`config.mk`:
```
export PLATFORM = sky130hd
export DESIGN_NAME = rth_top
export DESIGN_NICKNAME = d
export VERILOG_FILES = /design/src/inc/rth_pkg.sv /design/src/hdl/rth_top.sv
export VERILOG_INCLUDE_DIRS = /design/src /design/src/inc
export SDC_FILE = /design/constraint.sdc
export NUM_CORES = 1
export LEC_CHECK = 0
export BUFFER_PORTS_ARGS = -buffer_cell sky130_fd_sc_hd__buf_2
export CAP_MARGIN = 20
export CORE_ASPECT_RATIO = 1.75
export CORE_MARGIN = 8
export CORE_UTILIZATION = 57
export CTS_BUF_LIST = sky130_fd_sc_hd__clkbuf_4 sky130_fd_sc_hd__clkbuf_8
export DETAILED_ROUTE_END_ITERATION = 12
export PLACE_DENSITY = 0.86
export SLEW_MARGIN = 25
export SYNTH_ARGS = -nofsm -noshare
export SYNTH_HDL_FRONTEND = slang
export SYNTH_SLANG_ARGS = --single-unit
```
`constraint.sdc`:
```
create_clock -name CLOCK -period 2.54 [get_ports CLOCK]
set_input_delay 0.381 -clock CLOCK [delete_from_list [all_inputs] [get_ports CLOCK]]
set_output_delay 0.381 -clock CLOCK [all_outputs]
set_load 0.02 [all_outputs]
```
`src/inc/rth_regs.svh`:
```
`ifndef RTH_REGS_SVH
`define RTH_REGS_SVH

// ==========================================================
// clock
`define RTH_CLK_NS          100

// ==========================================================
// transfer sequencing
`define RTH_ADDR_MIN_NS     883
`define RTH_ADDR_MAX_NS     992
`define RTH_ADDR_CYC        ((`RTH_ADDR_MIN_NS + `RTH_CLK_NS - 1) / `RTH_CLK_NS)

// ==========================================================
// command sequencing, counted from the parity pulse
`define RTH_CHAN_MIN_NS     2580
`define RTH_CHAN_CYC        ((`RTH_CHAN_MIN_NS + `RTH_CLK_NS - 1) / `RTH_CLK_NS)
`define RTH_STRB_MIN_NS     3580
`define RTH_STRB_CYC        ((`RTH_STRB_MIN_NS + `RTH_CLK_NS - 1) / `RTH_CLK_NS)
`define RTH_STAT_LEAD_NS    430
`define RTH_STAT_LEAD_CYC   ((`RTH_STAT_LEAD_NS + `RTH_CLK_NS - 1) / `RTH_CLK_NS)
`define RTH_PULSE_MIN_NS    499
`define RTH_PULSE_CYC       ((`RTH_PULSE_MIN_NS + `RTH_CLK_NS - 1) / `RTH_CLK_NS)
`define RTH_ERRCLR_MIN_NS   745
`define RTH_ERRCLR_CYC      ((`RTH_ERRCLR_MIN_NS + `RTH_CLK_NS - 1) / `RTH_CLK_NS)

// ==========================================================
// fail-safe timer
`define RTH_TX_LEAD_NS      1200
`define RTH_TX_LEAD_CYC     ((`RTH_TX_LEAD_NS + `RTH_CLK_NS - 1) / `RTH_CLK_NS)
`define RTH_TIMER_MAX_US    732
`define RTH_TIMER_CYC       ((`RTH_TIMER_MAX_US * 1000) / `RTH_CLK_NS)

// ==========================================================
// register read select on address bit 0
`define RTH_SEL_SYSTEM      1'h0
`define RTH_SEL_LASTCMD     1'h1

`endif

```
`src/inc/rth_pkg.sv`:
```
package rth_pkg;

    typedef enum logic [1:0] {
        X_IDLE  = 2'b00,
        X_SETUP = 2'b01,
        X_REQ   = 2'b10,
        X_DONE  = 2'b11
    } rth_xfer_e;

    // one word to move between the device and shared memory
    typedef struct packed {
        logic        to_mem;
        logic [10:0] addr;
        logic [15:0] data;
    } rth_xfer_s;

    // a decoded command word at its parity bit
    typedef struct packed {
        logic [15:0] word;
        logic        is_tx;
        logic        chan_a;
    } rth_cmd_s;

endpackage

```
`src/hdl/rth_top.sv`:
```
`timescale 1ns/10ps
`include "rth_regs.svh"
module rth_top #(
    parameter int TIMER_CYC = `RTH_TIMER_CYC
) (
    // clock, reset, enable
    input  wire logic              CLOCK,
    input  wire logic              RESETN,
    input  wire logic              CE,
    // user side, same clock
    input  wire logic              XFER_START,
    input  wire rth_pkg::rth_xfer_s XFER_IN,
    output logic                   XFER_BUSY,
    output logic                   XFER_DONE,
    output logic [15:0]            XFER_RDATA,
    input  wire logic              PARITY_DONE,
    input  wire rth_pkg::rth_cmd_s CMD_IN,
    input  wire logic              MSG_ERR_SET,
    input  wire logic              STATUS_TX,
    input  wire logic [15:0]       SYSTEM_REG,
    output logic                   TX_PERMIT,
    // memory side pins
    output logic                   XFER_REQUEST,
    input  wire logic              MEM_STROBE,
    input  wire logic              MEM_CHIP_SEL_N,
    input  wire logic              HOST_READ_WRITE,
    output logic                   MEM_READ_WRITE,
    input  wire logic              ADDR_OUT_ENABLE_N,
    output logic [10:0]            ADDR_OUT,
    output logic                   ADDR_OUT_OE,
    // register read pins and data bus
    input  wire logic              READ_CTRL_N,
    input  wire logic              ADDR_IN0,
    input  wire logic [15:0]       DATA_IN,
    output logic [15:0]            DATA_OUT,
    output logic                   DATA_OE,
    // command status pins
    output logic                   COMMAND_STROBE,
    output logic                   RECEIVE_IND,
    output logic                   TRANSMIT_IND,
    output logic                   CHANNEL_IND,
    output logic [15:0]            CMD_STATUS,
    output logic                   MESSAGE_ERROR,
    output logic                   FAILSAFE_TIMER_OUT_N
);
    localparam int STRB_CYC = `RTH_STRB_CYC;
    localparam int END_CYC  = `RTH_STRB_CYC + `RTH_ERRCLR_CYC;
    // counters are 16 and 6 bits; status must lead the strobe
    if (TIMER_CYC < 1 || TIMER_CYC > 65535 || END_CYC > 63 ||
        `RTH_CHAN_CYC > STRB_CYC - `RTH_STAT_LEAD_CYC) begin
        $error("timer or command sequence counts out of range");
    end
    // ==========================================================
    // pin synchronisers, reset to idle levels (selects negated)
    localparam int NS = 22;
    logic [NS-1:0] sync1;
    logic [NS-1:0] sync2;
    always_ff @(posedge CLOCK or negedge RESETN) begin
        if (!RESETN) begin
            sync1 <= 22'h00003E;
            sync2 <= 22'h00003E;
        end else if (CE) begin
            sync1 <= {DATA_IN, READ_CTRL_N, ADDR_OUT_ENABLE_N, MEM_CHIP_SEL_N,
                      HOST_READ_WRITE, ADDR_IN0, MEM_STROBE};
            sync2 <= sync1;
        end
    end
    logic        s_strobe, s_a0, s_rw, s_cs_n, s_aoe_n, s_rd_n;
    logic [15:0] s_data;
    assign {s_data, s_rd_n, s_aoe_n, s_cs_n, s_rw, s_a0, s_strobe} = sync2;
    // ==========================================================
    // host strobe qualification
    logic strobe_d;
    logic cs_free;
    always_ff @(posedge CLOCK or negedge RESETN) begin
        if (!RESETN) begin
            strobe_d <= 1'b0;
            cs_free  <= 1'b1;
        end else if (CE) begin
            strobe_d <= s_strobe;
            cs_free  <= s_cs_n;
        end
    end
    // chip select must have been negated for a whole sample already
    wire strobe_rise = s_strobe && !strobe_d && s_cs_n && cs_free;
    wire strobe_fall = !s_strobe && strobe_d;
    // ==========================================================
    // transfer sequencer
    rth_pkg::rth_xfer_e state;
    rth_pkg::rth_xfer_s cur;
    logic [3:0]         setup_cnt;
    logic               accepted;
    always_ff @(posedge CLOCK or negedge RESETN) begin
        if (!RESETN) begin
            state        <= rth_pkg::X_IDLE;
            cur          <= '0;
            setup_cnt    <= 4'h0;
            accepted     <= 1'b0;
            XFER_REQUEST <= 1'b0;
            XFER_BUSY    <= 1'b0;
            XFER_DONE    <= 1'b0;
            XFER_RDATA   <= 16'h0000;
        end else if (CE) begin
            XFER_DONE <= 1'b0;
            case (state)
                rth_pkg::X_IDLE: begin
                    if (XFER_START) begin
                        cur       <= XFER_IN;
                        setup_cnt <= 4'h0;
                        accepted  <= 1'b0;
                        XFER_BUSY <= 1'b1;
                        state     <= rth_pkg::X_SETUP;
                    end
                end
                rth_pkg::X_SETUP: begin
                    setup_cnt <= setup_cnt + 4'h1;
                    if (setup_cnt == 4'(`RTH_ADDR_CYC)) begin
                        XFER_REQUEST <= 1'b1;
                        state        <= rth_pkg::X_REQ;
                    end
                end
                rth_pkg::X_REQ: begin
                    if (strobe_rise)
                        accepted <= 1'b1;
                    if (accepted && strobe_fall) begin
                        if (!cur.to_mem)
                            XFER_RDATA <= s_data;
                        XFER_REQUEST <= 1'b0;
                        state        <= rth_pkg::X_DONE;
                    end
                end
                rth_pkg::X_DONE: begin
                    XFER_BUSY <= 1'b0;
                    XFER_DONE <= 1'b1;
                    state     <= rth_pkg::X_IDLE;
                end
                default: state <= rth_pkg::X_IDLE;
            endcase
        end
    end
    wire in_xfer = (state != rth_pkg::X_IDLE);
    wire wr_drive = (state == rth_pkg::X_REQ) && accepted && cur.to_mem && s_strobe;
    // ==========================================================
    // address and read/write pins
    always_ff @(posedge CLOCK or negedge RESETN) begin
        if (!RESETN) begin
            ADDR_OUT       <= 11'h000;
            ADDR_OUT_OE    <= 1'b0;
            MEM_READ_WRITE <= 1'b1;
        end else if (CE) begin
            ADDR_OUT    <= cur.addr;
            ADDR_OUT_OE <= !s_aoe_n;
            if (in_xfer)
                MEM_READ_WRITE <= !cur.to_mem;
            else
                MEM_READ_WRITE <= s_rw;
        end
    end

    // ==========================================================
    // data bus: memory write data wins over a register read
    logic [15:0] last_cmd;
    always_ff @(posedge CLOCK or negedge RESETN) begin
        if (!RESETN) begin
            DATA_OUT <= 16'h0000;
            DATA_OE  <= 1'b0;
        end else if (CE) begin
            if (wr_drive) begin
                DATA_OUT <= cur.data;
                DATA_OE  <= 1'b1;
            end else if (!s_rd_n) begin
                DATA_OUT <= (s_a0 == `RTH_SEL_LASTCMD) ? last_cmd : SYSTEM_REG;
                DATA_OE  <= 1'b1;
            end else begin
                DATA_OE  <= 1'b0;
            end
        end
    end

    // ==========================================================
    // command sequence, one counter from parity to error clear
    rth_pkg::rth_cmd_s cmd;
    logic [5:0]        cmd_cnt;
    logic              cmd_run;
    always_ff @(posedge CLOCK or negedge RESETN) begin
        if (!RESETN) begin
            cmd      <= '0;
            last_cmd <= 16'h0000;
            cmd_cnt  <= 6'h00;
            cmd_run  <= 1'b0;
        end else if (CE) begin
            if (PARITY_DONE) begin
                cmd      <= CMD_IN;
                last_cmd <= CMD_IN.word;
                cmd_cnt  <= 6'h01;
                cmd_run  <= 1'b1;
            end else if (cmd_run) begin
                cmd_cnt <= cmd_cnt + 6'h01;
                if (cmd_cnt == 6'(END_CYC))
                    cmd_run <= 1'b0;
            end
        end
    end
    wire at_chan   = cmd_run && cmd_cnt == 6'(`RTH_CHAN_CYC);
    wire at_strobe = cmd_run && cmd_cnt == 6'(STRB_CYC);
    wire at_sdrop  = cmd_run && cmd_cnt == 6'(STRB_CYC + `RTH_PULSE_CYC);
    wire at_errclr = cmd_run && cmd_cnt == 6'(END_CYC);

    always_ff @(posedge CLOCK or negedge RESETN) begin
        if (!RESETN) begin
            COMMAND_STROBE <= 1'b0;
            RECEIVE_IND    <= 1'b0;
            TRANSMIT_IND   <= 1'b0;
            CHANNEL_IND    <= 1'b0;
            CMD_STATUS     <= 16'h0000;
        end else if (CE) begin
            if (PARITY_DONE) begin
                RECEIVE_IND  <= 1'b0;
                TRANSMIT_IND <= 1'b0;
            end
            if (at_chan) begin
                CHANNEL_IND <= cmd.chan_a;
                CMD_STATUS  <= cmd.word;
            end
            if (at_strobe) begin
                COMMAND_STROBE <= 1'b1;
                RECEIVE_IND    <= !cmd.is_tx;
                TRANSMIT_IND   <= cmd.is_tx;
            end
            if (at_sdrop)
                COMMAND_STROBE <= 1'b0;
        end
    end

    // a new error arriving in the clear cycle survives
    always_ff @(posedge CLOCK or negedge RESETN) begin
        if (!RESETN)
            MESSAGE_ERROR <= 1'b0;
        else if (CE) begin
            if (MSG_ERR_SET)
                MESSAGE_ERROR <= 1'b1;
            else if (at_errclr)
                MESSAGE_ERROR <= 1'b0;
        end
    end

    // ==========================================================
    // fail-safe transmitter timer, active low
    logic [15:0] tmr_cnt;
    logic [3:0]  lead_cnt;
    always_ff @(posedge CLOCK or negedge RESETN) begin
        if (!RESETN) begin
            FAILSAFE_TIMER_OUT_N <= 1'b1;
            TX_PERMIT            <= 1'b0;
            tmr_cnt              <= 16'h0000;
            lead_cnt             <= 4'h0;
        end else if (CE) begin
            if (at_strobe) begin
                FAILSAFE_TIMER_OUT_N <= 1'b1;
                TX_PERMIT            <= 1'b0;
            end else if (STATUS_TX && FAILSAFE_TIMER_OUT_N) begin
                FAILSAFE_TIMER_OUT_N <= 1'b0;
                tmr_cnt              <= 16'(TIMER_CYC - 1);
                lead_cnt             <= 4'h1;
            end else if (!FAILSAFE_TIMER_OUT_N) begin
                if (tmr_cnt == 16'h0000) begin
                    FAILSAFE_TIMER_OUT_N <= 1'b1;
                    TX_PERMIT            <= 1'b0;
                end else begin
                    tmr_cnt <= tmr_cnt - 16'h0001;
                end
                if (lead_cnt != 4'(`RTH_TX_LEAD_CYC))
                    lead_cnt <= lead_cnt + 4'h1;
                else
                    TX_PERMIT <= 1'b1;
            end
        end
    end

endmodule

```
# --- Word-level counts from Yosys, hierarchy flattened ---
# Index checks and enable logic that the tools add are counted.
op_classes:
  n_addsub: 4
  shift: 0
  multipliers: 0
  div: 0
  eq_ne: 19
  mux: 48
  n_lt_le_gt_ge: 0
  n_reduce_logical: 47
  bitwise_logic: 2
ops:
  columns: ["cell", "count"]
  rows:
  - ["2-to-1 mux 16 bit", 6]
  - ["2-to-1 mux 1 bit", 28]
  - ["AND reduction 4 bit", 7]
  - ["nonzero test 2 bit", 10]
  - ["equality test 6 bit, second input constant", 3]
  - ["logical NOT 16 bit", 1]
  - ["2-to-1 mux 4 bit", 4]
  - ["subtractor 16 x 1 -> 16 bit, second input constant", 1]
  - ["AND reduction 2 bit", 7]
  - ["logical AND 1 bit", 13]
  - ["2-to-1 mux 6 bit", 2]
  - ["!= test 2 bit, second input constant", 6]
  - ["AND reduction 3 bit", 3]
  - ["adder 4 x 1 -> 4 bit, second input constant", 2]
  - ["one-hot mux 2 bit (4 select lines)", 1]
  - ["one-hot mux 4 bit (2 select lines)", 1]
  - ["adder 6 x 1 -> 6 bit, second input constant", 1]
  - ["equality test 6 x 5 -> 1 bit, second input constant", 1]
  - ["2-to-1 mux 2 bit", 3]
  - ["!= test 2 x 1 -> 1 bit, second input constant", 3]
  - ["one-hot mux 1 bit (2 select lines)", 3]
  - ["logical NOT 1 bit", 5]
  - ["equality test 2 bit, second input constant", 2]
  - ["equality test 4 bit, second input constant", 1]
  - ["other kinds (5)", 6]
totals:
  latchBits: 0
  ramBits: 0
  ff_bits: 198
  memories: 0
  inputBits: 91
  romBits: 0

# --- Logic depth before layout (Yosys ltp) ---
# Gate-level depths: netlist (run 1).
depth:
  word_depth: 6
  depth_mapped: 8

# --- Worst setup path before layout (run 1) ---
# Ideal clock, no wire load.
synth_path:
  path_kind: "reg-to-reg"
  startpoint: "register state[0]"
  endpoint: "register XFER_RDATA[10]"
  setup_time_ns: 0.125
  arrival_time_ns: 1.877
  setup_slack_ns: 0.538
  required_time_ns: 2.415
  stages_incl_launch_ff: 7
  path_cell_list: "dfrtp_1 -> inv_1 -> ha_1 -> nand2_1 -> nor3_2 -> clkbuf_1 -> mux2_2"
synth_between:
  elab_chain_len: 2
synth_lines:
  columns: ["element", "line", "text"]
  rows:
  - ["start: declaration", "rth_top.sv:89", "rth_pkg::rth_xfer_e state;"]
  - ["start signal: assignment", "rth_top.sv:95", "state <= rth_pkg::X_IDLE;"]
  - ["start signal: assignment", "rth_top.sv:112", "state <= rth_pkg::X_SETUP;"]
  - ["start signal: assignment", "rth_top.sv:119", "state <= rth_pkg::X_REQ;"]
  - ["equality test 2 bit", "rth_top.sv:105", "case (state)"]
  - ["AND reduction 4 bit (no source line)", null, null]
  - ["end signal: assignment", "rth_top.sv:127", "XFER_RDATA <= s_data;"]
  - ["end: declaration", "rth_top.sv:15", "output logic [15:0] XFER_RDATA,"]
# No other way between the ends.
# A chain may end at the register's enable or synchronous reset.

# --- Final worst setup path (run 1) ---
layout_path:
  startpoint: "register cmd_cnt[0]"
  endpoint: "register tmr_cnt[15]"
layout_between:
  elab_chain_len: 4
layout_lines:
  columns: ["element", "line", "text"]
  rows:
  - ["start: declaration", "rth_top.sv:183", "logic [5:0] cmd_cnt;"]
  - ["start signal: assignment", "rth_top.sv:198", "cmd_cnt <= cmd_cnt + 6'h01;"]
  - ["equality test 6 bit", "rth_top.sv:205", "wire at_strobe = cmd_run && cmd_cnt == 6'(STRB_CYC);"]
  - ["logical AND 1 bit", "rth_top.sv:205", null]
  - ["inverter 1 bit (no source line)", null, null]
  - ["AND reduction 4 bit (no source line)", null, null]
  - ["end signal: assignment", "rth_top.sv:263", "tmr_cnt <= 16'(TIMER_CYC - 1);"]
  - ["end signal: assignment", "rth_top.sv:270", "tmr_cnt <= tmr_cnt - 16'h0001;"]
  - ["end: declaration", "rth_top.sv:249", "logic [15:0] tmr_cnt;"]
# No other way between the ends.

==> out/metrics.yaml, run 1 <==
clocking:
  cts_tree: "yes"
  clock_latency_ns: 0.46
  clk_pin_slew_ns: 0.12
  numCtsBuffers: 17
  clock_sinks: 198
  clockBufferDepth: 2
  htree_levels: 4
  root_buffer: "clkbuf_8"
grt:
  grt_pass1_wl_mm: 31.42
  grt_max_degree: 69
  overflow: 0
  grt_usage_pct: 20.96
  grt_pass1_vias: 6256
  antenna_found_initial: 3
power_and_ir_drop:
  ir_drop_uv: 557.1
  leakagePower_nw: 4.785
  power-per-cell-area_nw_per_um2: 857.5
die:
  die_y_um: 176.3
  die_x_um: 107.6
  row_count: 58
  die-area_um2: 18980
  io_pins: 163
  initial_core_util_pct: 58.28
  core_um2: 14370
timing:
  fin_hold_ws_ns: 0.1392
  relSlewSlack_pct: 55.29
  fmax_ghz: 0.4405
  skew_ns: 0.01950
  period_share_pct: 89.37
  fin_tns_setup_ns: 0
  fin_crit_ns: 2.270
  tightest_slew_ns: 0.6706
  drv_slew: 0
  hold_viol: 0
  grt_setup_unrepaired: "false"
  setup_viol: 0
  fin_ws_ns: 0.2700
synthesis:
  avgSynthCellArea_um2: 12.92
  synth_edf_count: 0
  synthesis.area_um2: 8374
  yosysUniqueCellTypes: 59
  synth_top_area_share_pct: 55.28
  async_reset_ff_share_pct: 100.0
  yosys.area.top_type: "dfrtp_1"
  yosys-top-cells-area: "dfrtp_1 (55%), mux2_2 (19%), dfstp_2 (4.1%)"
  syn_inst: 648
  synth_ff_type: "dfrtp_1"
  ys_ff_latch: 198
  yosysWarnings: 0
  syn_nets: 753
  synth_seq_area_share_pct: 59.36
layout:
  nets: 918
  n_fill_cell: 1056
  mostFrequentLayoutCells: "dfrtp_1 (185), buf_2 (160), mux2_2 (139), nand2_1 (59), o21ai_0 (49)"
  syn_to_final_growth_pct: 17.93
  drive_above_1_share_pct: 45.04
  multi_input_area_um2: 3248
  register_area_um2: 4971
  post-route-cell-area_um2: 9876
  final_common_cell: "dfrtp_1"
  final_util_pct: 68.73
routing:
  routed_via_density: 5.669
  vias: 5720
  dr.pass1.iters: 4
  ant_nets: 0
  drc_errors: 0
  routedWlPerCell_um: 19.14
  drt-initial-drc-count: 172
  routed_wl_mm: 19.31
placement:
  place_congestion: 0.8387
  io_buffers: 162
  post-place-ws_ns: 0.2009
  dpl_cell_area_um2: 9430
  place_hpwl_mm: 14.20
worst_setup_path:
  critPathArrivalTime_ns: 2.66
  path_class: "register to register"
  crit_fanout: 12
  required_ns: 2.93
  start_kind: "register"
  end_kind: "register"
flow_run:
  drv_cap: 0
outcome:
  status: "finished, final reports clean"
worst_hold_path:
  hold_class: "primary input to register"
flip-flops by register name (all words and copies together) (netlist names), 2 cells and up:
name / cells
ADDR_OUT: 11
CMD_STATUS: 16
DATA_OUT: 16
XFER_RDATA: 16
cmd: 18
cmd_cnt: 6
cur: 28
lead_cnt: 4
setup_cnt: 4
state: 2
sync1: 22
sync2: 22
tmr_cnt: 16
routing by layer:
metal  vias up  GRT usage [%]  routed length (µm)
li1       2625              -                   -
met4         2          10.01                 512
met5         -              0                  12
met2       153          37.56               10720
met3        35          5.294                1128
met1      2905          22.10                6939
critical path, stage by stage, from the launching register on:
cell and delay (ns):
dfrtp_1 0.44, inv_1 0.10, ha_1 0.22, nand4b_1 0.21, o221a_2 0.34, o211ai_4 0.16, or4_2 0.58, a21oi_1 0.16
layout make-up:
class | instances | area share [%]
clock buffer | 18 | 2.509
tap | 180 | 2.281
multi-input combinational | 408 | 32.89
sequential | 198 | 50.34
clock inverter | 14 | 1.736
timing repair buffer | 174 | 9.641
inverter | 14 | 0.5321
antenna | 3 | 0.07602
path summary, 6_finish.rpt:
| check | from | end | slack, ns | cells past startpoint |
|---|---|---|---|---|
| max in group asynchronous | RESETN | sync1[1] | 1.28 | 3 |
| worst max register to register | cmd_cnt[0] | tmr_cnt[15] | 0.27 | 7 |
| worst min register to register | ADDR_OUT_OE | ADDR_OUT_OE | 0.50 | 2 |
| min in group asynchronous | RESETN | tmr_cnt[6] | 0.46 | 2 |
| worst max-delay path | cmd_cnt[0] | tmr_cnt[15] | 0.27 | 7 |
| worst min-delay path | CMD_IN[11] | cmd[11] | 0.14 | 2 |
power breakdown:
group | switching, W | leakage (nW) | total [W] | internal, W
clock network | 0.00121 | 0.212 | 0.00208 | 0.000866
logic | 0.00108 | 2.15 | 0.00201 | 0.000926
registers | 0.000494 | 2.43 | 0.00438 | 0.00388
kinds of logic (layout without fill, tap and decap cells):
| logic type | count (synthesis) | count (layout) | synth area share [%] |
|---|---|---|---|
| buffers and inverters | 42 | 220 | 2.121 |
| AO/OA/AOI/OAI | 98 | 98 | 6.963 |
| XOR/XNOR | 8 | 8 | 0.8367 |
| other | 0 | 3 | 0 |
| multiplexers | 156 | 156 | 20.72 |
| AND/OR/NAND/NOR | 132 | 132 | 7.904 |
| adder cells (fa/ha/maj) | 14 | 14 | 2.092 |
| flip-flops | 198 | 198 | 59.36 |
stage by stage:
step / instances / power (W)
final: 1009 / 0.008468
after global routing: 1008 / 0.008952
after detailed placement: 973 / 0.006465
after CTS: 1006 / 0.008551
after global placement: 973 / 0.006250
after floorplan: 648 / 0.005650
what timing repair did:
action	in CTS	in global routing
endpoints found under the hold margin	63	0
endpoints found under the setup margin	0	1
hold buffers	1	0
gates resized for setup	0	1
setup buffers	0	0
cells in the mapped netlist, drive strengths merged (2+ instances only):
master  count
a21oi      18
o22ai       2
nand4b      2
a31oi       5
or2         2
nand2b      2
nand4       2
nand3b      2
inv        14
or3         5
and2        3
mux2      139
nor4        7
clkbuf     20
a21o        2
ha         14
nand2      59
a22o        3
nor3        6
nand3      10
o31ai       4
xor2        5
nor2       20
and3        3
or4         6
dfrtp     185
o211ai      2
dfstp      13
mux2i      17
o21ai      50
buf         8
xnor2       3
No activity file was read; power rests on OpenSTA's default activity.
==> run 2: changes to the inputs <==
--- a/config.mk
+++ b/config.mk
@@ -10,10 +10,9 @@
 export CAP_MARGIN = 20
 export CORE_ASPECT_RATIO = 1.75
 export CORE_MARGIN = 8
-export CORE_UTILIZATION = 57
-export CTS_BUF_LIST = sky130_fd_sc_hd__clkbuf_4 sky130_fd_sc_hd__clkbuf_8
+export CORE_UTILIZATION = 55
 export DETAILED_ROUTE_END_ITERATION = 12
-export PLACE_DENSITY = 0.86
+export PLACE_DENSITY = 0.84
 export SLEW_MARGIN = 25
 export SYNTH_ARGS = -nofsm -noshare
 export SYNTH_HDL_FRONTEND = slang
==> run 2 against run 1 <==
Compared with the run above: clock power increased by 27%; clock-buffer cell count grew 1; critical path depth unchanged; global-route usage shrank 1.9 points; routed wire length decreased by 5.7%; clock skew fell by 0.0038 ns; fmax increased by 1.6%; sequential power about the same; register-to-register slack improved by 0.04 ns; total power grew 5.8%.
==> out/metrics.yaml, run 2 (synthesis gave the netlist of run 1 again) <==
outcome:
  status: "finished, final reports clean"
timing:
  drv_slew: 0  # unchanged
  period_share_pct: 87.94  # -1.4 points
  skew_ns: 0.01574  # -0.003766 ns
  fin_crit_ns: 2.234  # -0.03631 ns
  setup_viol: 0  # unchanged
  tightest_slew_ns: 0.6250  # -0.04559 ns
  hold_viol: 0  # unchanged
  fmax_ghz: 0.4477  # +1.6%
  relSlewSlack_pct: 58.33  # +3.0 points
  grt_setup_unrepaired: "false"
  fin_tns_setup_ns: 0  # unchanged
  fin_hold_ws_ns: 0.1806  # +0.04132 ns
placement:
  place_hpwl_mm: 13.26  # -6.6%
  io_buffers: 162  # unchanged
  place_congestion: 0.8121  # -3.2%
die:
  io_pins: 163  # unchanged
  die_y_um: 179.2  # +1.6%
  die-area_um2: 19590  # +3.2%
  die_x_um: 109.3  # +1.5%
  initial_core_util_pct: 56.16  # -2.1 points
  row_count: 59  # +1.7%
  core_um2: 14910  # +3.8%
flow_run:
  drv_cap: 0  # unchanged
clocking:
  clock_sinks: 198  # unchanged
  post_cts_resized: 0  # unchanged
  clockBufferDepth: 2  # unchanged
  clock_latency_ns: 0.42  # -0.04 ns
  cts_hold_buf: 1  # unchanged
  root_buffer: "clkbuf_16"
  post_cts_buffers: 0  # unchanged
  clk_pin_slew_ns: 0.08  # -0.04 ns
  cts_tree: "yes"
  htree_levels: 4  # unchanged
  numCtsBuffers: 17  # unchanged
routing:
  routed_wl_mm: 18.20  # -5.7%
  ant_nets: 0  # unchanged
  dr.pass1.iters: 5  # +1
  routed_via_density: 5.534  # -2.4%
  vias: 5617  # -1.8%
  drc_errors: 0  # unchanged
  drt-initial-drc-count: 183  # +6.4%
  routedWlPerCell_um: 17.93  # -6.3%
worst_hold_path:
  hold_class: "primary input to register"
worst_setup_path:
  crit_fanout: 12  # unchanged
  required_ns: 2.89  # -0.04 ns
  end_kind: "register"
  path_class: "register to register"
  critPathArrivalTime_ns: 2.59  # -0.07 ns
  start_kind: "register"
grt:
  grt_pass1_wl_mm: 29.28  # -6.8%
  grt_pass1_vias: 6116  # -2.2%
  antenna_found_initial: 1  # -2
  overflow: 0  # unchanged
  grt_usage_pct: 19.02  # -1.9 points
  grt_max_degree: 64  # -7.2%
layout:
  mostFrequentLayoutCells: "dfrtp_1 (185), buf_2 (160), mux2_2 (139), nand2_1 (59), o21ai_0 (49)"
  regMostFlops: "cur"
  largest_reg_flops: 28  # unchanged
  final_common_cell: "dfrtp_1"
  n_fill_cell: 1120  # +6.1%
  syn_to_final_growth_pct: 20.14
  nets: 923  # +0.54%
  drive_above_1_share_pct: 45.13  # +0.090 points
  largestRegisters: "cur x28, sync1 x22, sync2 x22"
power_and_ir_drop:
  ir_drop_uv: 501.2  # -10%
  power-per-cell-area_nw_per_um2: 890.2  # +3.8%
  leakagePower_nw: 4.872  # +1.8%
==> run 2: cell types whose count changed in the layout (fill, tap and decap cells not counted), sizes merged <==
cell    change
buf         +5
bufinv      -1
clkbuf      +1
clkinv      +1
diode       -2
inv         -1
==> run 2: final timing paths <==
| kind | start | end | slack, ns | depth (start not counted) |
|---|---|---|---|---|
| worst min-delay path | XFER_IN[19] | cur[19] | 0.18 | 2 |
| worst max-delay path | cmd_cnt[0] | tmr_cnt[9] | 0.31 | 7 |
| min in group asynchronous | RESETN | tmr_cnt[5] | 0.46 | 2 |
| worst min register to register | DATA_OUT[5] | DATA_OUT[5] | 0.48 | 2 |
| worst max register to register | cmd_cnt[0] | tmr_cnt[9] | 0.31 | 7 |
| max in group asynchronous | RESETN | cs_free | 1.27 | 3 |
==> run 2: final cells by class <==
type                            instances  area, µm²  area share (%)
Clock buffer                           19      442.9           4.402
Inverter                               14      52.55          0.5223
Sequential cell                       198       4971           49.41
Multi-Input combinational cell        408       3234           32.15
Tap cell                              183      229.0           2.276
Antenna cell                            1      2.502         0.02487
Clock inverter                         13      151.4           1.505
Timing Repair Buffer                  179      977.2           9.713
==> run 2: routing by layer <==
| layer | track usage, % | vias up | share of wire, % |
|---|---|---|---|
| met5 | 0 | - | 0 |
| met4 | 7.527 | 0 | 1.5 |
| met3 | 4.284 | 20 | 5.2 |
| met2 | 34.41 | 128 | 55 |
| met1 | 20.80 | 2818 | 39 |
| li1 | - | 2651 | - |
==> run 2: critical path: stages, from the launching register on <==
cell and delay (ns):
dfrtp_1 0.43, inv_1 0.08, ha_1 0.20, nand4b_1 0.16
o221a_2 0.31, o211ai_2 0.24, or4_2 0.66, o21ai_1 0.09
==> run 2: power breakdown <==
part | total (W) | switching [W] | internal (W) | leakage (nW)
sequential | 0.00436 | 0.000477 | 0.00389 | 2.43
clock | 0.00264 | 0.00129 | 0.00135 | 0.290
combinational | 0.00195 | 0.00104 | 0.000915 | 2.16
total | 0.00896 | 0.00280 | 0.00616 | 4.87
==> run 2: per-stage QoR <==
step / cells / total power [W] / worst slack (ns) / utilization [%] / cell area [µm²]
floorplan: 648 / 0.005650 / 0.5382 / - / 8374
global placement: 981 / 0.006281 / 0.3978 / 63.40 / 9454
detailed placement: 981 / 0.006406 / 0.3502 / 63.40 / 9454
CTS: 1014 / 0.009056 / 0.3279 / 67.45 / 10060
global route: 1015 / 0.009451 / 0.1691 / 67.47 / 10060
finish: 1015 / 0.008956 / 0.3063 / 67.47 / 10060
==> run 3: changes to the inputs <==
==> constraint.sdc (replaced) <==
create_clock -name CLOCK -period 2.43 [get_ports CLOCK]
set_input_delay 0.3645 -clock CLOCK [delete_from_list [all_inputs] [get_ports CLOCK]]
set_output_delay 0.3645 -clock CLOCK [all_outputs]
set_load 0.02 [all_outputs]
==> run 3 against run 2 <==
Compared with the run above: clock skew rose by 0.0027 ns; largest cell class unchanged; fmax up 4.0%; global-route usage increased by 0.68 points; combinational power rose by 5%.
==> out/metrics.yaml, run 3 (synthesis gave the netlist of run 1 again) <==
worst_setup_path:
  rr_endpoint: "tmr_cnt[9]"
  worst-path-stages: 7  # unchanged
  cpPeakStageDelay_ns: 0.64  # -0.02 ns
  reg2reg_depth: 7  # unchanged
  reg2reg_from: "cmd_cnt[0]"
  path_class: "register to register"
  path_cells: "inv_1, ha_1, nand4b_1, o221a_2, o211ai_4, or4_2, o21ai_1"
  crit_slowest_cell: "or4_2"
  critPathArrivalTime_ns: 2.50  # -0.09 ns
  crit_fanout: 12  # unchanged
  cp.buffers_inverters: 1  # unchanged
  ff2ff_setup_slack_ns: 0.28  # -0.02 ns
  cp-startpoint: "cmd_cnt[0]"
  setup.worst_path.end: "tmr_cnt[9]"
  required_ns: 2.78  # -0.11 ns
  end_kind: "register"
  start_kind: "register"
  worst_path_dominant_cell_family: "simple AND/OR/NAND/NOR gates"
routing:
  drt-initial-drc-count: 200  # +9.3%
  vias: 5628  # +0.20%
  dr.pass1.iters: 4  # -1
  routed_wl_mm: 18.41  # +1.1%
  drc_errors: 0  # unchanged
  routedWlPerCell_um: 18.10  # +0.94%
  routed_via_density: 5.534  # about the same
  ant_nets: 0  # unchanged
clocking:
  clockBufferDepth: 2  # unchanged
  clk_pin_slew_ns: 0.08  # about the same
  numCtsBuffers: 17  # unchanged
  root_buffer: "clkbuf_16"
  cts_tree: "yes"
  clock_latency_ns: 0.43  # about the same
  htree_levels: 4  # unchanged
  clock_sinks: 198  # unchanged
timing:
  tightest_slew_ns: 0.6864  # +0.06141 ns
  fin_tns_setup_ns: 0  # unchanged
  fmax_ghz: 0.4656  # +4.0%
  grt_setup_unrepaired: "false"
  hold_viol: 0  # unchanged
  setup_viol: 0  # unchanged
  drv_slew: 0  # unchanged
  period_share_pct: 88.38  # +0.44 points
  skew_ns: 0.01844  # +0.002704 ns
  relSlewSlack_pct: 54.24  # -4.1 points
  fin_hold_ws_ns: 0.1652  # -0.01533 ns
  fin_crit_ns: 2.148  # -0.08601 ns
layout:
  final_cells: 1017  # +0.20%
  largestRegisters: "cur x28, sync1 x22, sync2 x22"
  mostFrequentLayoutCells: "dfrtp_1 (185), buf_2 (160), mux2_2 (139), nand2_1 (59), o21ai_0 (49)"
  regMostFlops: "cur"
  drive_above_1_share_pct: 45.19  # +0.066 points
  nets: 924  # +0.11%
  final_common_cell: "dfrtp_1"
  syn_to_final_growth_pct: 20.17  # about the same
  largest_reg_flops: 28  # unchanged
  post-route-cell-area_um2: 10060  # about the same
flow_run:
  drv_cap: 0  # unchanged
die:
  initial_core_util_pct: 56.16  # unchanged
  die-area_um2: 19590  # unchanged
  row_count: 59  # unchanged
  die_x_um: 109.3  # unchanged
  io_pins: 163  # unchanged
  core_um2: 14910  # unchanged
  die_y_um: 179.2  # unchanged
power_and_ir_drop:
  ir_drop_uv: 601.1  # +20%
  power-per-cell-area_nw_per_um2: 924.1  # +3.8%
  leakagePower_nw: 4.877  # +0.10%
grt:
  grt_pass1_wl_mm: 30.09  # +2.8%
  overflow: 0  # unchanged
  grt_pass1_vias: 6074  # -0.69%
  antenna_found_initial: 5  # +4
  grt_usage_pct: 19.71  # +0.68 points
  grt_max_degree: 64  # unchanged
placement:
  place_congestion: 0.8301  # +2.2%
  place_hpwl_mm: 13.52  # +1.9%
  io_buffers: 162  # unchanged
  place_inst: 982  # +0.10%
  dpl_cell_area_um2: 9462  # about the same
worst_hold_path:
  hold_start: "DATA_IN[6]"
  holdPathStages: 2  # unchanged
  hold_class: "primary input to register"
outcome:
  status: "finished, final reports clean"
==> run 3: changes by cell type in the layout (fill, tap and decap cells not counted) <==
cell and delta:
clkinv_8 -2, clkinvlp_4 +1, inv_6 -1, diode_2 +1, buf_4 +1, o211ai_2 -1
o211ai_4 +1, clkinv_4 +2
==> run 3: cell type report <==
class | instances | area, µm²
flip-flops and latches | 198 | 4971
fillers | 1145 | 4848
multi-input cells | 408 | 3243
repair buffers | 180 | 984.7
clock buffers | 19 | 442.9
well taps | 183 | 229.0
clock inverters | 13 | 135.1
inverters | 14 | 52.55
diodes | 2 | 5.005
==> run 3: routing by layer <==
metal | part of all wire, % | global-route usage [%] | wire length [µm] | vias to the layer above
met2 | 55 | 34.99 | 10110 | 136
li1 | - | - | - | 2660
met5 | 0.16 | 0 | 30 | -
met3 | 5.4 | 5.256 | 985 | 38
met4 | 2.7 | 7.923 | 505 | 6
met1 | 37 | 21.56 | 6782 | 2788
==> run 3: through the flow <==
stage	total power [W]	setup WS [ns]	utilization (%)
floorplan	0.005906	0.4282	-
global placement	0.006567	0.2838	63.45
detailed placement	0.006696	0.1919	63.45
CTS	0.009421	0.1803	67.39
global route	0.009863	0.07790	67.49
finish	0.009299	0.2823	67.49
==> run 3: power breakdown <==
group / leakage, nW / total [W] / switching (W) / internal (W)
Combinational: 2.17 / 0.00204 / 0.00108 / 0.000958
Clock: 0.280 / 0.00270 / 0.00130 / 0.00140
Sequential: 2.43 / 0.00456 / 0.000500 / 0.00406
==> run 3: worst reg2reg max path, cell delays in order (launching register included) <==
cell,delay (ns)
dfrtp_1,0.42
inv_1,0.09
ha_1,0.20
nand4b_1,0.15
o221a_2,0.34
o211ai_4,0.17
or4_2,0.64
o21ai_1,0.09
==> run 3: repair_timing <==
item / CTS / global route
buffers inserted: 0 / 0
hold endpoints to repair: 47 / 0
hold buffers: 1 / 0
resized for setup: 0 / 1
setup endpoints to repair: 0 / 3
==> run 3: how the worst min path moves through the flow <==
stage | to
after global routing | sync1[7]
after floorplan | ADDR_OUT[0]
after global placement | tmr_cnt[7]
after detailed placement | tmr_cnt[7]
after CTS | sync1[12]
final | sync1[12]
